**src/rtl/rfs_pkg.sv**
```systemverilog
// Constants shared by the regulator fault supervisor and its timers.
// Assumes a single 250 MHz system clock.
package rfs_pkg;
   localparam int unsigned CLK_HZ          = 250_000_000;
   localparam int unsigned CYC_PER_US      = CLK_HZ / 1_000_000;
   localparam int unsigned RESET_DELAY_US  = 15_000;
   localparam int unsigned OV_DELAY_US     = 8_000;
   localparam int unsigned RESET_DELAY_CYC = RESET_DELAY_US * CYC_PER_US;
   localparam int unsigned OV_DELAY_CYC    = OV_DELAY_US * CYC_PER_US;

   localparam int unsigned OC_CNT_W        = 7;
   localparam logic [6:0]  HICCUP_LOW_CNT  = 7'h1e;
   localparam logic [6:0]  HICCUP_HIGH_CNT = 7'h78;

   // Register port
   localparam int unsigned ADDR_W          = 4;
   localparam logic [3:0]  REG_CTRL        = 4'h0;
   localparam logic [3:0]  REG_STATUS      = 4'h4;
   localparam logic [3:0]  REG_OC_COUNT    = 4'h8;
   localparam int unsigned CTRL_HOLD_BIT   = 0;
   localparam int unsigned OC_PRE_LSB      = 8;

   // Latched fault bits
   localparam int unsigned LATCH_W         = 5;
   localparam int unsigned LAT_SLEW        = 0;
   localparam int unsigned LAT_PUMP_OV     = 1;
   localparam int unsigned LAT_DIODE       = 2;
   localparam int unsigned LAT_PRE_ILIM    = 3;
   localparam int unsigned LAT_RAIL_OV     = 4;

   // Status bits above the latched faults
   localparam int unsigned ST_RESET_N      = 8;
   localparam int unsigned ST_GOOD         = 9;
   localparam int unsigned ST_MFR          = 10;
   localparam int unsigned ST_REGS_OFF     = 11;
   localparam int unsigned ST_CORE_HIC     = 12;
   localparam int unsigned ST_PRE_HIC      = 13;
   localparam int unsigned ST_LDO_UV       = 14;
   localparam int unsigned ST_ENABLE       = 15;

   // Timer slots
   localparam int unsigned N_TMR           = 4;
   localparam int unsigned TMR_RELEASE     = 0;
   localparam int unsigned TMR_SHORT       = 1;
   localparam int unsigned TMR_RAIL_OV     = 2;
   localparam int unsigned TMR_AUX_OV      = 3;
endpackage

```
**src/rtl/rfs_tmr_if.sv**
```systemverilog
// Carrier between the supervisor and one qualification timer.
// Assumes both ends run on the same clock.
interface rfs_tmr_if;
   logic cond;
   logic expired;
   modport ctrl  (output cond, input expired);
   modport timer (input cond, output expired);
endinterface
```
**src/rtl/rfs_qual_timer.sv**
```systemverilog
// Qualification timer: expired while cond has held CYCLES cycles.
// Assumes cond is synchronous to clk_sys_i.
module rfs_qual_timer #(
   parameter int unsigned CYCLES = 16
) (
   input  wire logic clk_sys_i,
   input  wire logic rst_i,
   rfs_tmr_if.timer  tmr
);
   localparam int unsigned W = $clog2(CYCLES + 1);
   localparam logic [W-1:0] LIMIT = W'(CYCLES);

   typedef struct packed {
      logic [W-1:0] cnt;
   } rfs_tmr_state_t;

   rfs_tmr_state_t s_r;
   rfs_tmr_state_t s_nxt;

   if (CYCLES < 1) begin : g_bad
      $error("rfs_qual_timer: CYCLES must be at least 1");
   end

   always_comb begin
      s_nxt = s_r;
      // Any drop restarts the wait
      if (!tmr.cond) begin
         s_nxt.cnt = '0;
      end else if (s_r.cnt != LIMIT) begin
         s_nxt.cnt = s_r.cnt + W'(1);
      end
   end

   always_ff @(posedge clk_sys_i) begin
      if (rst_i) begin
         s_r <= '0;
      end else begin
         s_r <= s_nxt;
      end
   end

   // Gated by cond so the drop is seen with no delay
   assign tmr.expired = tmr.cond && (s_r.cnt == LIMIT);
endmodule

```
**src/rtl/rfs_supervisor.sv**
```systemverilog
// Regulator fault supervisor: combines rail flags into reset, five-volt
// good, master fault reset and regulator shutdown, with hiccup counting.
// Assumes all flag inputs are synchronous to clk_sys_i; rst_i is the
// internal power-on reset. Event inputs are one-cycle pulses.
//
// Design decisions made here: the address-and-strobe port and the register offsets.

module rfs_supervisor #(
   parameter int unsigned RESET_DELAY_CYC = rfs_pkg::RESET_DELAY_CYC,
   parameter int unsigned OV_DELAY_CYC    = rfs_pkg::OV_DELAY_CYC
) (
   input  wire logic                      clk_sys_i,
   input  wire logic                      rst_i,
   input  wire logic                      logic_enable_input_i,
   input  wire logic                      battery_enable_one_i,
   input  wire logic                      battery_enable_two_i,
   input  wire logic                      io_rail_uv_i,
   input  wire logic                      core_rail_uv_i,
   input  wire logic                      aux_rail_uv_i,
   input  wire logic                      prot_rail_uv_i,
   input  wire logic                      io_rail_ov_i,
   input  wire logic                      core_rail_ov_i,
   input  wire logic                      aux_rail_ov_i,
   input  wire logic                      prot_rail_ov_i,
   input  wire logic                      prot_rail_batt_short_i,
   input  wire logic                      thermal_shutdown_flag_i,
   input  wire logic                      bias_uv_i,
   input  wire logic                      pump_rail_uv_i,
   input  wire logic                      pump_rail_ov_i,
   input  wire logic                      ref_gap_uv_i,
   input  wire logic                      fault_gap_uv_i,
   input  wire logic                      freq_pin_fault_i,
   input  wire logic                      slew_pin_fault_i,
   input  wire logic                      catch_diode_missing_i,
   input  wire logic                      pre_regulator_current_limit_i,
   input  wire logic                      core_feedback_short_i,
   input  wire logic                      core_hs_over_limit_i,
   input  wire logic                      core_oc_event_i,
   input  wire logic                      core_below_low_i,
   input  wire logic                      pre_oc_event_i,
   input  wire logic                      pre_below_low_i,
   input  wire logic                      pre_regulator_output_ov_i,
   input  wire logic                      pre_regulator_output_open_i,
   input  wire logic [rfs_pkg::ADDR_W-1:0] reg_addr_i,
   input  wire logic [31:0]               reg_wdata_i,
   input  wire logic                      reg_wr_i,
   input  wire logic                      reg_rd_i,
   output logic      [31:0]               reg_rdata_o,
   output logic                           rail_reset_out_n_o,
   output logic                           five_volt_good_out_o,
   output logic                           master_fault_reset_o,
   output logic                           regulators_off_o,
   output logic                           pre_switch_enable_o,
   output logic                           pre_max_duty_o,
   output logic                           core_switch_enable_o,
   output logic                           core_pulse_end_o,
   output logic                           core_hiccup_o,
   output logic                           pre_hiccup_o
);
   typedef struct packed {
      logic                           force_hold;
      logic [rfs_pkg::LATCH_W-1:0]    latch;
      logic [rfs_pkg::OC_CNT_W-1:0]   core_cnt;
      logic [rfs_pkg::OC_CNT_W-1:0]   pre_cnt;
      logic                           core_hic;
      logic                           pre_hic;
      logic                           reset_n;
      logic                           good;
      logic                           mfr;
      logic                           regs_off;
      logic                           pre_sw_en;
      logic                           pre_maxd;
      logic                           core_sw_en;
      logic                           core_end;
      logic [31:0]                    rdata;
   } rfs_state_t;

   rfs_state_t s_r;
   rfs_state_t s_nxt;

   rfs_tmr_if tmr [rfs_pkg::N_TMR] ();
   logic [rfs_pkg::N_TMR-1:0] tmr_cond;
   logic [rfs_pkg::N_TMR-1:0] tmr_exp;

   if (RESET_DELAY_CYC < 1 || OV_DELAY_CYC < 1) begin : g_bad
      $error("rfs_supervisor: delay counts must be at least 1");
   end

   for (genvar g = 0; g < rfs_pkg::N_TMR; g++) begin : g_tmr
      assign tmr[g].cond = tmr_cond[g];
      assign tmr_exp[g]  = tmr[g].expired;
      rfs_qual_timer #(
         .CYCLES (g == rfs_pkg::TMR_RELEASE ? RESET_DELAY_CYC
                                             : OV_DELAY_CYC)
      ) u_tmr (
         .clk_sys_i (clk_sys_i),
         .rst_i     (rst_i),
         .tmr       (tmr[g])
      );
   end

   logic enable;
   logic ldo_uv;
   logic [rfs_pkg::LATCH_W-1:0] latch_set;
   logic mfr_now;
   logic regs_off_now;
   logic short_trip;
   logic [rfs_pkg::OC_CNT_W-1:0] core_lim;
   logic [rfs_pkg::OC_CNT_W-1:0] pre_lim;
   logic [31:0] status_word;

   assign enable = logic_enable_input_i | battery_enable_one_i
                 | battery_enable_two_i;
   assign ldo_uv = io_rail_uv_i | aux_rail_uv_i | prot_rail_uv_i;

   // Overvoltage and short windows
   assign tmr_cond[rfs_pkg::TMR_SHORT]   = prot_rail_batt_short_i;
   assign tmr_cond[rfs_pkg::TMR_RAIL_OV] = io_rail_ov_i | core_rail_ov_i;
   assign tmr_cond[rfs_pkg::TMR_AUX_OV]  = aux_rail_ov_i | prot_rail_ov_i;
   assign short_trip = tmr_exp[rfs_pkg::TMR_SHORT];

   always_comb begin
      latch_set = '0;
      latch_set[rfs_pkg::LAT_SLEW]     = slew_pin_fault_i;
      latch_set[rfs_pkg::LAT_PUMP_OV]  = pump_rail_ov_i;
      latch_set[rfs_pkg::LAT_DIODE]    = catch_diode_missing_i;
      latch_set[rfs_pkg::LAT_PRE_ILIM] =
         pre_regulator_current_limit_i;
      latch_set[rfs_pkg::LAT_RAIL_OV]  =
         tmr_exp[rfs_pkg::TMR_RAIL_OV];
   end

   // Direct terms make the reset act in the detecting cycle
   assign mfr_now = thermal_shutdown_flag_i | bias_uv_i | pump_rail_uv_i
                  | ref_gap_uv_i | fault_gap_uv_i | freq_pin_fault_i
                  | (|latch_set[rfs_pkg::LAT_PRE_ILIM:rfs_pkg::LAT_SLEW])
                  | (|s_r.latch[rfs_pkg::LAT_PRE_ILIM:rfs_pkg::LAT_SLEW]);

   assign regs_off_now = mfr_now | !enable | short_trip
                       | latch_set[rfs_pkg::LAT_RAIL_OV]
                       | s_r.latch[rfs_pkg::LAT_RAIL_OV];

   // Release wait only runs once both rails are above threshold
   assign tmr_cond[rfs_pkg::TMR_RELEASE] = !core_rail_uv_i
                                         && !io_rail_uv_i;

   // Threshold follows the rail level at the event
   assign core_lim = core_below_low_i ? rfs_pkg::HICCUP_LOW_CNT
                                      : rfs_pkg::HICCUP_HIGH_CNT;
   assign pre_lim  = pre_below_low_i ? rfs_pkg::HICCUP_LOW_CNT
                                     : rfs_pkg::HICCUP_HIGH_CNT;

   always_comb begin
      status_word = '0;
      status_word[rfs_pkg::LATCH_W-1:0] = s_r.latch;
      status_word[rfs_pkg::ST_RESET_N]  = s_r.reset_n;
      status_word[rfs_pkg::ST_GOOD]     = s_r.good;
      status_word[rfs_pkg::ST_MFR]      = s_r.mfr;
      status_word[rfs_pkg::ST_REGS_OFF] = s_r.regs_off;
      status_word[rfs_pkg::ST_CORE_HIC] = s_r.core_hic;
      status_word[rfs_pkg::ST_PRE_HIC]  = s_r.pre_hic;
      status_word[rfs_pkg::ST_LDO_UV]   = ldo_uv;
      status_word[rfs_pkg::ST_ENABLE]   = enable;
   end

   always_comb begin
      s_nxt = s_r;

      // Latched faults: set wins over the enable-low clear
      if (!enable) begin
         s_nxt.latch = latch_set;
      end else begin
         s_nxt.latch = s_r.latch | latch_set;
      end

      // Overcurrent counting and hiccup entry
      if (!enable) begin
         s_nxt.core_cnt = '0;
         s_nxt.pre_cnt  = '0;
         s_nxt.core_hic = 1'b0;
         s_nxt.pre_hic  = 1'b0;
      end else begin
         if (core_oc_event_i && !s_r.core_hic) begin
            s_nxt.core_cnt = s_r.core_cnt + 7'h01;
            if (s_r.core_cnt + 7'h01 >= core_lim) begin
               s_nxt.core_hic = 1'b1;
            end
         end
         if (pre_oc_event_i && !s_r.pre_hic) begin
            s_nxt.pre_cnt = s_r.pre_cnt + 7'h01;
            if (s_r.pre_cnt + 7'h01 >= pre_lim) begin
               s_nxt.pre_hic = 1'b1;
            end
         end
      end

      s_nxt.mfr      = mfr_now;
      s_nxt.regs_off = regs_off_now;

      // Reset: undervoltage drops it at once, no latch
      s_nxt.reset_n = tmr_exp[rfs_pkg::TMR_RELEASE]
                    && !regs_off_now
                    && !core_feedback_short_i
                    && !s_r.force_hold;

      // Good output ignores io/core UV
      s_nxt.good = !aux_rail_uv_i && !prot_rail_uv_i
                 && !prot_rail_batt_short_i
                 && !tmr_exp[rfs_pkg::TMR_AUX_OV]
                 && !regs_off_now;

      // Open output keeps switching flat out
      s_nxt.pre_sw_en = !regs_off_now && !pre_regulator_output_ov_i
                      && !s_nxt.pre_hic;
      s_nxt.pre_maxd  = pre_regulator_output_open_i && !regs_off_now;

      // Feedback short does not stop switching
      s_nxt.core_sw_en = !regs_off_now && !s_nxt.core_hic;
      s_nxt.core_end   = core_hs_over_limit_i;

      if (reg_wr_i && reg_addr_i == rfs_pkg::REG_CTRL) begin
         s_nxt.force_hold = reg_wdata_i[rfs_pkg::CTRL_HOLD_BIT];
      end

      // Read data stand for one cycle only
      s_nxt.rdata = '0;
      if (reg_rd_i) begin
         case (reg_addr_i)
            rfs_pkg::REG_CTRL: begin
               s_nxt.rdata[rfs_pkg::CTRL_HOLD_BIT] = s_r.force_hold;
            end
            rfs_pkg::REG_STATUS: begin
               s_nxt.rdata = status_word;
            end
            rfs_pkg::REG_OC_COUNT: begin
               s_nxt.rdata[rfs_pkg::OC_CNT_W-1:0] = s_r.core_cnt;
               s_nxt.rdata[rfs_pkg::OC_PRE_LSB +: rfs_pkg::OC_CNT_W] =
                  s_r.pre_cnt;
            end
            default: begin
               s_nxt.rdata = '0;
            end
         endcase
      end
   end

   always_ff @(posedge clk_sys_i) begin
      if (rst_i) begin
         // Power-on reset: everything cleared except master fault reset and regulators off, both set
         s_r          <= '0;
         s_r.mfr      <= 1'b1;
         s_r.regs_off <= 1'b1;
      end else begin
         s_r <= s_nxt;
      end
   end

   assign reg_rdata_o          = s_r.rdata;
   assign rail_reset_out_n_o   = s_r.reset_n;
   assign five_volt_good_out_o = s_r.good;
   assign master_fault_reset_o = s_r.mfr;
   assign regulators_off_o     = s_r.regs_off;
   assign pre_switch_enable_o  = s_r.pre_sw_en;
   assign pre_max_duty_o       = s_r.pre_maxd;
   assign core_switch_enable_o = s_r.core_sw_en;
   assign core_pulse_end_o     = s_r.core_end;
   assign core_hiccup_o        = s_r.core_hic;
   assign pre_hiccup_o         = s_r.pre_hic;
endmodule

```
**config.mk**
```make
export PLATFORM = sky130hd
export DESIGN_NAME = rfs_supervisor
export DESIGN_NICKNAME = d
export VERILOG_FILES = /design/src/rtl/rfs_pkg.sv /design/src/rtl/rfs_tmr_if.sv /design/src/rtl/rfs_qual_timer.sv /design/src/rtl/rfs_supervisor.sv
export SDC_FILE = /design/constraint.sdc
export NUM_CORES = 1
export LEC_CHECK = 0
export BUFFER_PORTS_ARGS = -buffer_cell sky130_fd_sc_hd__buf_2
export CORE_MARGIN = 5
export CORE_UTILIZATION = 48
export DETAILED_ROUTE_END_ITERATION = 10
export PLACE_DENSITY_LB_ADDON = 0.12
export SLEW_MARGIN = 25
export SYNTH_ARGS = -nofsm -noshare
export SYNTH_HDL_FRONTEND = slang
export SYNTH_HIERARCHICAL = 1
export SYNTH_SLANG_ARGS = --single-unit
```
**constraint.sdc**
```tcl
create_clock -name clk_sys_i -period 4.15 [get_ports clk_sys_i]
set_input_delay 0.83 -clock clk_sys_i [delete_from_list [all_inputs] [get_ports clk_sys_i]]
set_output_delay 0.83 -clock clk_sys_i [all_outputs]
set_load 0.1 [all_outputs]
```
# Word-level counts from Yosys, hierarchy flattened
# Cells that the tools add are included.
[totals]
reg_bits = 147
input_bits = 70
output_inout_bits = 42
elab_cells = 119
[classes]
n_addsub = 6
order_cmp = 2
n_eq_ne = 10
muxes = 11
bitwise = 25
reduce_logical = 44
[op_table]
columns = ["operator", "n"]
rows = [
  ["21-bit by 1-bit adder with 21-bit output (second input constant)", 3],
  ["21-bit equality test (second input constant)", 3],
  ["21-bit inequality test (second input constant)", 3],
  ["22-bit by 1-bit adder with 22-bit output (second input constant)", 1],
  ["22-bit equality test (second input constant)", 1],
  ["22-bit inequality test (second input constant)", 1],
  ["1-bit logical AND", 19],
  ["1-bit OR", 17],
  ["1-bit zero test", 15],
  ["7-bit by 1-bit adder with 7-bit output (second input constant)", 2],
  ["7-bit >= comparator", 2],
  ["7-bit two-way mux", 2],
  ["7-bit case mux with 2 select lines", 1],
  ["6-bit case mux with 2 select lines", 1],
  ["2-bit OR reduction", 6],
  ["4-bit OR reduction", 2],
  ["1-bit inverter", 7],
  ["5-bit two-way mux", 1],
  ["5-bit OR", 1],
  ["4-bit by 3-bit equality test with 1-bit output (second input constant)", 1],
  ["4-bit equality test (second input constant)", 1],
  ["4-bit zero test", 1],
  ["1-bit two-way mux", 4],
  ["1-bit case mux with 3 select lines", 1],
  ["other kinds (2)", 2],
]

# Logic depth before layout (Yosys ltp)
# Gate-level depths: netlist of run 1.
[logic_depth]
word_depth = 15
depth_mapped = 9
mapped_depth_nobuf = 9

# Modules after synthesis
# The synthesis of run 1 kept the hierarchy.
[by_module_without_submodules]
columns = ["mod", "n_inst", "cells_per_inst", "area_each_um2", "seq_area_each_um2"]
rows = [
  ["rfs_qual_timer (g_tmr[1].u_tmr ...)", 3, 124, 1032.2, 420.4],
  ["rfs_supervisor", 1, 256, 2353.5, 900.9],
  ["rfs_qual_timer (g_tmr[0].u_tmr)", 1, 127, 1074.8, 440.4],
]

# Worst setup path before layout of run 1
# No wires, ideal clock.
[synth_timing]
path_type = "reg2reg"
from = "register g_tmr[0].u_tmr/s_r[0] (netlist name)"
to = "register g_tmr[0].u_tmr/s_r[18] (netlist name)"
setup_ps = 74
t_arrival_ps = 1898
t_required_ps = 4076
path_slack_ps = 2178
path_stages_with_launch = 7
n_path_buf = 1
synth_period_minus_slack_ps = 1972
cell_sequence = "dfxtp_1 > ha_1 > nand3_2 > or4_1 > clkbuf_1 > or4_1 > o21ai_0"
[synth_via]
elab_chain_len = 1
elab_cells_between_ends = 2
cone_classes = "add/sub (1); eq/ne (1)"
[synth_rtl]
columns = ["item", "line_no", "rtl"]
rows = [
  ["from (decl)", "rfs_qual_timer.sv:17", "rfs_tmr_state_t s_r;"],
  ["from (signal assigned)", "rfs_qual_timer.sv:38", "s_r <= s_nxt;"],
  ["22-bit by 1-bit adder with 22-bit output or 22-bit inequality test (tied branches)", "rfs_qual_timer.sv:30, rfs_qual_timer.sv:29", ""],
]
# Several ways; a longest one is shown, not always the timed one.
# A chain may end at the register's enable or synchronous reset.

# Final worst setup path of run 1
[layout_timing]
from = "register g_tmr[2].u_tmr/s_r[9] (netlist name)"
to = "register s_r (netlist bit pre_switch_enable_o)"
[layout_via]
elab_chain_len = 7
[layout_rtl]
columns = ["item", "line_no", "rtl"]
rows = [
  ["from (decl)", "rfs_qual_timer.sv:17", ""],
  ["from (signal assigned)", "rfs_qual_timer.sv:38", ""],
  ["21-bit equality test", "rfs_qual_timer.sv:43", "assign tmr.expired = tmr.cond && (s_r.cnt == LIMIT);"],
  ["1-bit logical AND", "rfs_qual_timer.sv:43", ""],
  ["net tmr[2].expired", "rfs_tmr_if.sv:5", "logic expired;"],
  ["1-bit OR", "rfs_supervisor.sv:140", "| latch_set[rfs_pkg::LAT_RAIL_OV]"],
  ["1-bit OR", "rfs_supervisor.sv:141", "| s_r.latch[rfs_pkg::LAT_RAIL_OV];"],
  ["1-bit zero test", "rfs_supervisor.sv:213", "s_nxt.pre_sw_en = !regs_off_now && !pre_regulator_output_ov_i"],
  ["1-bit logical AND", "rfs_supervisor.sv:213", ""],
  ["1-bit logical AND", "rfs_supervisor.sv:214", "&& !s_nxt.pre_hic;"],
  ["to (signal assigned)", "rfs_supervisor.sv:254", "s_r <= s_nxt;"],
  ["to (decl)", "rfs_supervisor.sv:78", "rfs_state_t s_r;"],
]
# The timed path passes the listed nets, and every way through them passes these cells.

==> out/metrics.yaml, run 1 <==
crit_family: "simple AND/OR/NAND/NOR gates"
die_y_microns: 127
synth_edf_count: 0
p_total_mw: 2.96
pre_cts_ws_ns: 1.73
slowest_stage: "nor4_1"
required_ns: 4.46
layout_setup_ws_ns: 1.84
final.period_utilization_pct: 55.6
cts_buffers: 17
start_util_pct: 49.1
hpwl_microns: 9810
slew_violations: 0
ir_drop_mv: 0.269
hold_violations: 0
p_comb_share_pct: 6.2
fmax_mhz: 433
relSlewSlack_pct: 41.3
first_iter_violations: 214
rows: 42
overflow: 0
cpPeakStageDelay_ns: 0.74
io_pins: 112
first_global_vias: 5235
wl_per_cell_microns: 14.1
clock_skew_ns: 0.0138
final_cell_mix: "130 x dfxtp_1, 86 x nor2_1, 63 x buf_2, 61 x nand2_1"
htreeDepth: 4
power.internal_mw: 2.26
fin_util_pct: 55.0
hold_path_class: "register to register"
crit_chain: "nor4_1, nand4_1, nor4_1, and2_1, nor3_1, nand3b_4, nor2_1, o21a_1"
grt_setup_unrepaired: "false"
critPathMostFrequentCell: "nor4_1"
yosys.area.top_type_share_pct: 39.9
first_pass_iters: 5
seq_area_frac_synth_pct: 39.9
ant_nets: 0
syn_avg_cell_area_sq_um: 8.64
postLayoutCellArea_sq_mm: 0.00731
startpoint_type: "register"
nets: 877
p_seq_share_pct: 43.2
synth.ff_latch_count: 130
cts_setup_buffers: 0
layout-drive-gt1-share_pct: 15.1
setup_viol: 0
tightest_slew_ns: 0.872
vias: 5282
ys.flop_type: "dfxtp_1"
die_area_sq_mm: 0.0160
grt_pass1_wl_microns: 23700
worstSetupPathType: "register to register"
grt_max_degree: 20
clkTransAtPathRegs_ns: 0.06
async_flop_share_pct: 0
core_sq_mm: 0.0133
critPathBufInv: 0
switchingPower_uw: 702
yosys_warnings: 6
run_status: "complete, no violations"
p_per_area_mw_per_mm2: 406
fillCellCount: 1222
fin_tns_setup_ns: 0
port_buffers: 63
cts_tree: "built"
antenna_found_initial: 1
drc_errors: 0
final_common_cell: "dfxtp_1"
grtUsageTotal_pct: 17.7
gp_congestion: 0.828
p_leak_nw: 2.59
ys_top_cells_by_area: "dfxtp_1 40%, nor2_1 4.9%, xnor2_1 4.0%"
period_needed_ns: 2.31
area_growth_pct: 12.0
die_x_microns: 127
insertion_delay_ns: 0.42
yosysTopAreaCell: "dfxtp_1"
end_kind: "register"
clock_power_share_pct: 50.6
dpl-instance-area_sq_mm: 0.00671
numClockSinks: 130
cp_max_fo: 6
drv_cap: 0
wirelength_microns: 13700
vias_per_cell: 5.40
synth_cell_type_count: 61
p_sw_share_pct: 23.7
cts_root_buf: "clkbuf_16"
syn_area_sq_mm: 0.00653
hold_buffers: 0
syn_inst: 755
arrival_ns: 2.61
cts_resized: 0
diodes: 0
clockBufferDepth: 2
## through the flow
stage,hold slack [ns],cells
after global placement,0.463,946
final,0.480,978
after global routing,0.510,978
after CTS,0.486,978
after floorplan,0.431,771
after detailed placement,0.476,946
## per-layer routing
layer / track usage [%] / routed length, microns / share of wire [%]
met1: 21.7 / 6460 / 47
met4: 5.49 / 85 / 0.62
met5: 0 / 0 / 0
met3: 4.83 / 620 / 4.5
met2: 30.4 / 6580 / 48
## synth_stat cells (all sizes together) (16+ instances only)
library cell / count
nor4: 17
nand2: 61
xor2: 24
ha: 18
o21ai: 17
or4: 21
nand3: 24
nand4: 30
xnor2: 30
nor3: 19
a21oi: 35
inv: 35
nor2: 86
buf: 48
or3: 16
dfxtp: 130
clkbuf: 16
## sequential cells by signal, indices dropped and copies added, names as in the netlist
signal and flops:
reg_rdata_o 15, five_volt_good_out_o 1, pre_hiccup_o 1, rail_reset_out_n_o 1
pre_max_duty_o 1, core_pulse_end_o 1, core_switch_enable_o 1, s_r 20
core_hiccup_o 1, pre_switch_enable_o 1, regulators_off_o 1, master_fault_reset_o 1
g_tmr.u_tmr/s_r 85
## worst register-to-register path, stage by stage (launching register included)
cell and delay (ns):
dfxtp_1 0.36, nor4_1 0.33, nand4_1 0.14, nor4_1 0.74
and2_1 0.27, nor3_1 0.08, nand3b_4 0.14, nor2_1 0.06
o21a_1 0.09
## layout make-up
class	count	area, sq um	share of cell area (%)
clock buffers	23	498	6.81
clock inverters	9	103	1.40
inverters	35	131	1.80
multi-input cells	542	3440	47.1
flip-flops and latches	130	2600	35.6
well taps	176	220	3.01
repair buffers	63	315	4.31
## power groups by stage
stage	clock [mW]	sequential (mW)	combinational, mW
2_1_floorplan	0	1.30	0.164
3_3_place_gp	0	1.31	0.182
3_5_place_dp	0	1.31	0.186
4_1_cts	1.53	1.28	0.186
5_1_grt	1.58	1.28	0.203
6_report	1.50	1.28	0.185
## path summary, 6_finish.rpt
check | end | start | cells after the start | slack, ns
worst max-delay path | pre_switch_enable_o | g_tmr[2].u_tmr/s_r[9] | 8 | 1.84
worst min-delay path | g_tmr[2].u_tmr/s_r[20] | g_tmr[2].u_tmr/s_r[20] | 2 | 0.48
worst max register to register | pre_switch_enable_o | g_tmr[2].u_tmr/s_r[9] | 8 | 1.84
worst min register to register | g_tmr[2].u_tmr/s_r[20] | g_tmr[2].u_tmr/s_r[20] | 2 | 0.48
## cells by family (layout without fill, tap and decap cells)
family / Yosys count / in the layout / synth area share (%)
simple gates: 336 / 336 / 28.8
flops: 130 / 130 / 39.9
compound gates: 106 / 106 / 10.5
buf+inv: 99 / 130 / 8.30
xor+xnor: 54 / 54 / 7.25
fa+ha+maj: 18 / 18 / 3.45
mux: 11 / 11 / 1.71
other cells: 1 / 17 / 0.0575
No activity file was read; power rests on OpenSTA's default activity.
==> run 2, diff against run 1 <==
clock period = 1.9 ns   (was 4.15 ns; I/O delays follow)
==> run 2 against run 1 <==
Net effect:
- hold slack worse by 0.35 ns
- flip-flop and latch count stayed put
- largest cell class unchanged
- die area did not move
- critical endpoint is now g_tmr[1].u_tmr/s_r[20]
- combinational power increased to 2.5 times the previous value
==> out/metrics.yaml, run 2 (synthesis results as in run 1) <==
run_status: "complete, no violations"  # unchanged
end_kind: "register"  # unchanged
fin_tns_setup_ns: 0  # unchanged
cp.depth: 5  # was 8
hpwl_microns: 11100  # was 9810 microns
required_ns: 2.25  # was 4.46 ns
first_iter_violations: 261  # was 214
fillCellCount: 1150  # was 1222
area_growth_pct: 24.0  # was 12.0%
io_pins: 112  # unchanged
setup_viol: 0  # unchanged
clockBufferDepth: 2  # unchanged
switchingPower_mw: 1.47  # was 702 uW
die_y_microns: 127  # unchanged
pre_cts_ws_ns: -0.0467  # was 1.73 ns
drv_cap: 0  # unchanged
final_common_cell: "dfxtp_1"  # unchanged
ir_drop_mv: 0.614  # was 0.269 mV
antenna_found_initial: 0  # was 1
p_per_area_mw_per_mm2: 799  # was 406 mW/mm^2
diodes: 0  # unchanged
htreeDepth: 4  # unchanged
registers.top_by_ff_count: "g_tmr.u_tmr/s_r"  # unchanged
largest_reg_flops: 85  # unchanged
insertion_delay_ns: 0.42  # about the same
drc_errors: 0  # unchanged
clock_skew_ns: 0.0110  # was 0.0138 ns
r2r_start: "g_tmr[1].u_tmr/s_r[0]"  # was g_tmr[2].u_tmr/s_r[9]
critPathBufInv: 0  # unchanged
worstSetupPathType: "register to register"  # unchanged
nets: 965  # was 877
p_leak_nw: 3.06  # was 2.59 nW
grtUsageTotal_pct: 19.0  # was 17.7%
cts_buffers: 17  # unchanged
layout_setup_ws_ns: 0.0698  # was 1.84 ns
first_global_vias: 5659  # was 5235
layout-drive-gt1-share_pct: 26.9  # was 15.1%
cpPeakStageDelay_ns: 0.48  # was 0.74 ns
p_seq_share_pct: 43.1  # was 43.2%
r2r_cells: 5  # was 8
gp_congestion: 0.856  # was 0.828
p_sw_share_pct: 22.7  # was 23.7%
first_pass_iters: 5  # unchanged
numClockSinks: 130  # unchanged
core_sq_mm: 0.0133  # unchanged
hold_violations: 0  # unchanged
vias_per_cell: 5.29  # was 5.40
slew_violations: 0  # unchanged
fmax_mhz: 546  # was 433 MHz
cts_root_buf: "clkbuf_16"  # unchanged
die_x_microns: 127  # unchanged
startpoint_type: "register"  # unchanged
power.internal_mw: 5.00  # was 2.26 mW
ant_nets: 0  # unchanged
relSlewSlack_pct: 60.5  # was 41.3%
clock_power_share_pct: 49.7  # was 50.6%
cp_max_fo: 5  # was 6
grt_max_degree: 19  # was 20
crit_chain: "ha_2, nand4_1, or4_4, or4_1, a21oi_1"  # was nor4_1, nand4_1, nor4_1, and2_1, nor3_1, nand3b_4, nor2_1, o21a_1
rrSetupSlack_ns: 0.07  # was 1.84 ns
slowest_stage: "or4_1"  # was nor4_1
grt_pass1_wl_microns: 25300  # was 23700 microns
cts_tree: "built"  # unchanged
start_util_pct: 49.1  # unchanged
crit_family: "simple AND/OR/NAND/NOR gates"  # unchanged
clkTransAtPathRegs_ns: 0.05  # was 0.06 ns
final_cell_mix: "118 x dfxtp_1, 88 x buf_4, 85 x nor2_1, 63 x buf_2, 61 x nand2_1"  # was 130 x dfxtp_1, 86 x nor2_1, 63 x buf_2, 61 x nand2_1
die_area_sq_mm: 0.0160  # unchanged
worst_r2r_endpoint: "g_tmr[1].u_tmr/s_r[20]"  # was pre_switch_enable_o
port_buffers: 63  # unchanged
vias: 5625  # was 5282
crit_start: "g_tmr[1].u_tmr/s_r[0]"  # was g_tmr[2].u_tmr/s_r[9]
wl_per_cell_microns: 14.1  # about the same
wirelength_microns: 15000  # was 13700 microns
hold_path_class: "primary input to register"  # was register to register
period_needed_ns: 1.83  # was 2.31 ns
overflow: 0  # unchanged
rows: 42  # unchanged
final.period_utilization_pct: 96.3  # was 55.6%
arrival_ns: 2.18  # was 2.61 ns
tightest_slew_ns: 0.592  # was 0.872 ns
setup.worst_path.end: "g_tmr[1].u_tmr/s_r[20]"  # was pre_switch_enable_o
p_comb_share_pct: 7.2  # was 6.2%
==> run 2: cell count changes in the layout (fill, tap and decap cells not counted), sizes merged <==
cell	delta
buf	+88
clkinvlp	-3
clkinv	-1
clkbuf	+1
==> run 2: worst min path at each step <==
stage                           startpoint                     end  slack, ns  depth (start not counted)
floorplan                          s_r[61]      rail_reset_out_n_o       0.43                          1
global placement    g_tmr[3].u_tmr/s_r[20]  g_tmr[3].u_tmr/s_r[20]       0.46                          2
detailed placement  g_tmr[3].u_tmr/s_r[20]  g_tmr[3].u_tmr/s_r[20]       0.47                          2
CTS                  core_feedback_short_i      rail_reset_out_n_o       0.12                          2
global route         core_feedback_short_i      rail_reset_out_n_o       0.12                          2
finish               core_feedback_short_i      rail_reset_out_n_o       0.13                          2
==> run 2: layout make-up <==
type / count / area [sq um] / share of cell area [%]
inverters: 35 / 131 / 1.62
multi-input cells: 542 / 3550 / 43.9
flip-flops and latches: 130 / 2620 / 32.4
repair buffers: 151 / 976 / 12.1
clock inverters: 5 / 75.1 / 0.928
clock buffers: 24 / 512 / 6.33
well taps: 176 / 220 / 2.72
==> run 2: repair_timing <==
item	CTS	global route
endpoints found under the setup margin	10	15
endpoints found under the hold margin	0	0
pin swaps	0	5
buffers inserted	0	1
gates resized for setup	8	25
hold buffers	0	0
==> run 2: stage by stage <==
stage / power [mW] / utilization [%] / cell area [sq um] / cells / hold WS (ns)
2_1_floorplan: 3.20 / - / 6600 / 771 / 0.431
3_3_place_gp: 3.29 / 55.5 / 7370 / 1033 / 0.462
3_5_place_dp: 3.30 / 55.5 / 7370 / 1033 / 0.471
4_1_cts: 6.54 / 60.1 / 7990 / 1062 / 0.118
5_1_grt: 6.70 / 60.8 / 8090 / 1063 / 0.118
6_report: 6.47 / 60.8 / 8090 / 1063 / 0.134
==> run 2: routing by layer <==
layer | GRT usage (%) | up-vias | part of all wire (%)
met3 | 4.83 | 11 | 4.0
met2 | 33.1 | 104 | 50
met4 | 5.99 | 0 | 0.89
li1 | - | 2857 | -
met5 | 0 | - | 0
met1 | 23.0 | 2653 | 45
==> run 2: worst reg2reg max path: cells and delay by family, from the launching register on <==
kind            cells  cell delay, ns
simple gates        3            1.07
flops               1            0.37
fa+ha+maj           1            0.19
compound gates      1            0.15
==> run 2: power groups by stage <==
stage / Combinational [mW] / Clock, mW / Sequential (mW)
floorplan: 0.358 / 0 / 2.84
global placement: 0.455 / 0 / 2.84
detailed placement: 0.464 / 0 / 2.84
CTS: 0.466 / 3.29 / 2.78
global route: 0.509 / 3.41 / 2.79
finish: 0.468 / 3.21 / 2.79
==> run 3, diff against run 2 <==
CORE_UTILIZATION = 51   (was 48)
==> run 3 against run 2 <==
Net effect:
- core utilization grew 4.0 points
- first-iteration DRC count grew 11%
- clock skew shrank 0.0051 ns
- hold slack gained 0.00056 ns
- largest power group unchanged
- highest routed layer unchanged
==> out/metrics.yaml, run 3 (synthesis results as in run 1) <==
run_status: "complete, no violations"  # unchanged
setup.worst_path.end: "g_tmr[2].u_tmr/s_r[20]"  # was g_tmr[1].u_tmr/s_r[20]
insertion_delay_ns: 0.41  # was 0.42 ns
final.period_utilization_pct: 95.7  # was 96.3%
pre_cts_ws_ns: -0.0663  # was -0.0467 ns
area_growth_pct: 24.8  # was 24.0%
cpPeakStageDelay_ns: 0.53  # was 0.48 ns
hold_path_class: "primary input to register"  # unchanged
final_common_cell: "dfxtp_1"  # unchanged
startpoint_type: "register"  # unchanged
start_util_pct: 51.9  # was 49.1%
worstSetupPathType: "register to register"  # unchanged
fin_cells: 1066  # was 1063
r2r_cells: 5  # unchanged
slew_violations: 0  # unchanged
holdWs_ns: 0.135  # was 0.134 ns
wl_per_cell_microns: 14.1  # about the same
final_cell_mix: "117 x dfxtp_1, 93 x buf_4, 85 x nor2_1, 63 x buf_2, 61 x nand2_1"  # was 118 x dfxtp_1, 88 x buf_4, 85 x nor2_1, 63 x buf_2, 61 x nand2_1
end_kind: "register"  # unchanged
grt_max_degree: 19  # unchanged
vias: 5662  # was 5625
first_iter_violations: 291  # was 261
rrSetupSlack_ns: 0.08  # was 0.07 ns
required_ns: 2.24  # was 2.25 ns
gp_congestion: 0.824  # was 0.856
die_area_sq_mm: 0.0152  # was 0.0160 sq mm
ant_nets: 0  # unchanged
cts_root_buf: "clkbuf_16"  # unchanged
tightest_slew_ns: 0.614  # was 0.592 ns
numClockSinks: 130  # unchanged
ir_drop_mv: 0.594  # was 0.614 mV
relSlewSlack_pct: 59.0  # was 60.5%
htreeDepth: 4  # unchanged
layout_setup_ws_ns: 0.0809  # was 0.0698 ns
first_global_vias: 5691  # was 5659
cts_tree: "built"  # unchanged
dp_cells: 1034  # was 1033
largest_reg_flops: 85  # unchanged
drc_errors: 0  # unchanged
cp_max_fo: 4  # was 5
p_per_area_mw_per_mm2: 781  # was 799 mW/mm^2
grtUsageTotal_pct: 20.7  # was 19.0%
layout-drive-gt1-share_pct: 27.4  # was 26.9%
io_pins: 112  # unchanged
hold_violations: 0  # unchanged
nets: 970  # was 965
fillCellCount: 1050  # was 1150
overflow: 0  # unchanged
die_x_microns: 123  # was 127 microns
crit_start: "g_tmr[2].u_tmr/s_r[9]"  # was g_tmr[1].u_tmr/s_r[0]
cts_buffers: 17  # unchanged
port_buffers: 63  # unchanged
die_y_microns: 123  # was 127 microns
multi_input_area_sq_mm: 0.00359  # was 0.00355 sq mm
clockBufferDepth: 2  # unchanged
setup_viol: 0  # unchanged
wirelength_microns: 15100  # was 15000 microns
hpwl_microns: 11200  # was 11100 microns
clock_skew_ns: 0.00588  # was 0.0110 ns
fin_util_pct: 64.8  # was 60.8%
period_needed_ns: 1.82  # was 1.83 ns
fmax_mhz: 550  # was 546 MHz
p_leak_nw: 3.07  # was 3.06 nW
vias_per_cell: 5.31  # was 5.29
clkTransAtPathRegs_ns: 0.05  # about the same
crit_chain: "buf_4, nand3_1, or4_4, or4_1, a21oi_1"  # was ha_2, nand4_1, or4_4, or4_1, a21oi_1
slowest_stage: "or4_4"  # was or4_1
first_pass_iters: 5  # unchanged
registers.top_by_ff_count: "g_tmr.u_tmr/s_r"  # unchanged
grt_pass1_wl_microns: 25300  # unchanged
antenna_found_initial: 1  # was 0
core_sq_mm: 0.0126  # was 0.0133 sq mm
worst_r2r_endpoint: "g_tmr[2].u_tmr/s_r[20]"  # was g_tmr[1].u_tmr/s_r[20]
r2r_start: "g_tmr[2].u_tmr/s_r[9]"  # was g_tmr[1].u_tmr/s_r[0]
drv_cap: 0  # unchanged
regArea_sq_mm: 0.00263  # was 0.00262 sq mm
rows: 41  # was 42
arrival_ns: 2.16  # was 2.18 ns
[run 3: changes by cell type in the layout (fill, tap and decap cells not counted), sizes merged]
| cell | previous run | this run |
|---|---|---|
| buf | 151 | 156 |
| clkinv | 3 | 4 |
| diode | 0 | 1 |
[run 3: how the worst min path moves through the flow]
stage               slack (ns)  cells past startpoint                endpoint                    from
global placement          0.46                      2  g_tmr[2].u_tmr/s_r[20]  g_tmr[2].u_tmr/s_r[20]
CTS                       0.11                      2      rail_reset_out_n_o   core_feedback_short_i
detailed placement        0.47                      2  g_tmr[1].u_tmr/s_r[20]  g_tmr[1].u_tmr/s_r[20]
finish                    0.13                      2      rail_reset_out_n_o   core_feedback_short_i
floorplan                 0.43                      1      rail_reset_out_n_o                 s_r[61]
global route              0.12                      2      rail_reset_out_n_o   core_feedback_short_i
[run 3: routing by layer]
layer	wire (microns)	up-vias	GRT usage, %
met2	7640	118	36.4
met1	6520	2649	24.7
met3	674	20	4.48
met4	220	0	8.03
met5	0	-	0
li1	-	2875	-
[run 3: report_power, final]
part / internal [mW] / switching [mW]
clock: 2.01 / 1.10
sequential: 2.76 / 0.0274
combinational: 0.129 / 0.337
total: 4.90 / 1.47
[run 3: worst max-delay path: cells and delay by family, from the launching register on]
kind | cells | cell delay (ns)
AOI/OAI and AO/OA | 1 | 0.16
buffers and inverters | 1 | 0.13
DFF | 1 | 0.34
and+or+nand+nor | 3 | 1.11
[run 3: metrics by stage]
step           cell area (sq um)  TNS [ns]  power (mW)
6_report                    8150         0        6.36
5_1_grt                     8140   -0.0197        6.61
4_1_cts                     7990         0        6.43
3_5_place_dp                7410    -0.143        3.30
3_3_place_gp                7410   -0.0589        3.29
2_1_floorplan               6600   -0.0620        3.20
[run 3: final cells by class]
class	count	share of cell area, %
Antenna cell	1	0.0307
Tap cell	172	2.64
Sequential cell	130	32.2
Clock buffer	24	5.91
Inverter	35	1.61
Clock inverter	6	0.983
Multi-Input combinational cell	542	44.1
Timing Repair Buffer	156	12.4
[run 3: repair_timing]
item                                   in CTS  in global routing
endpoints found under the hold margin       0                  0
hold buffers                                0                  0
setup buffers                               0                  1
setup endpoints to repair                  12                 22
resized for setup                           8                 33
pin swaps                                   0                  3
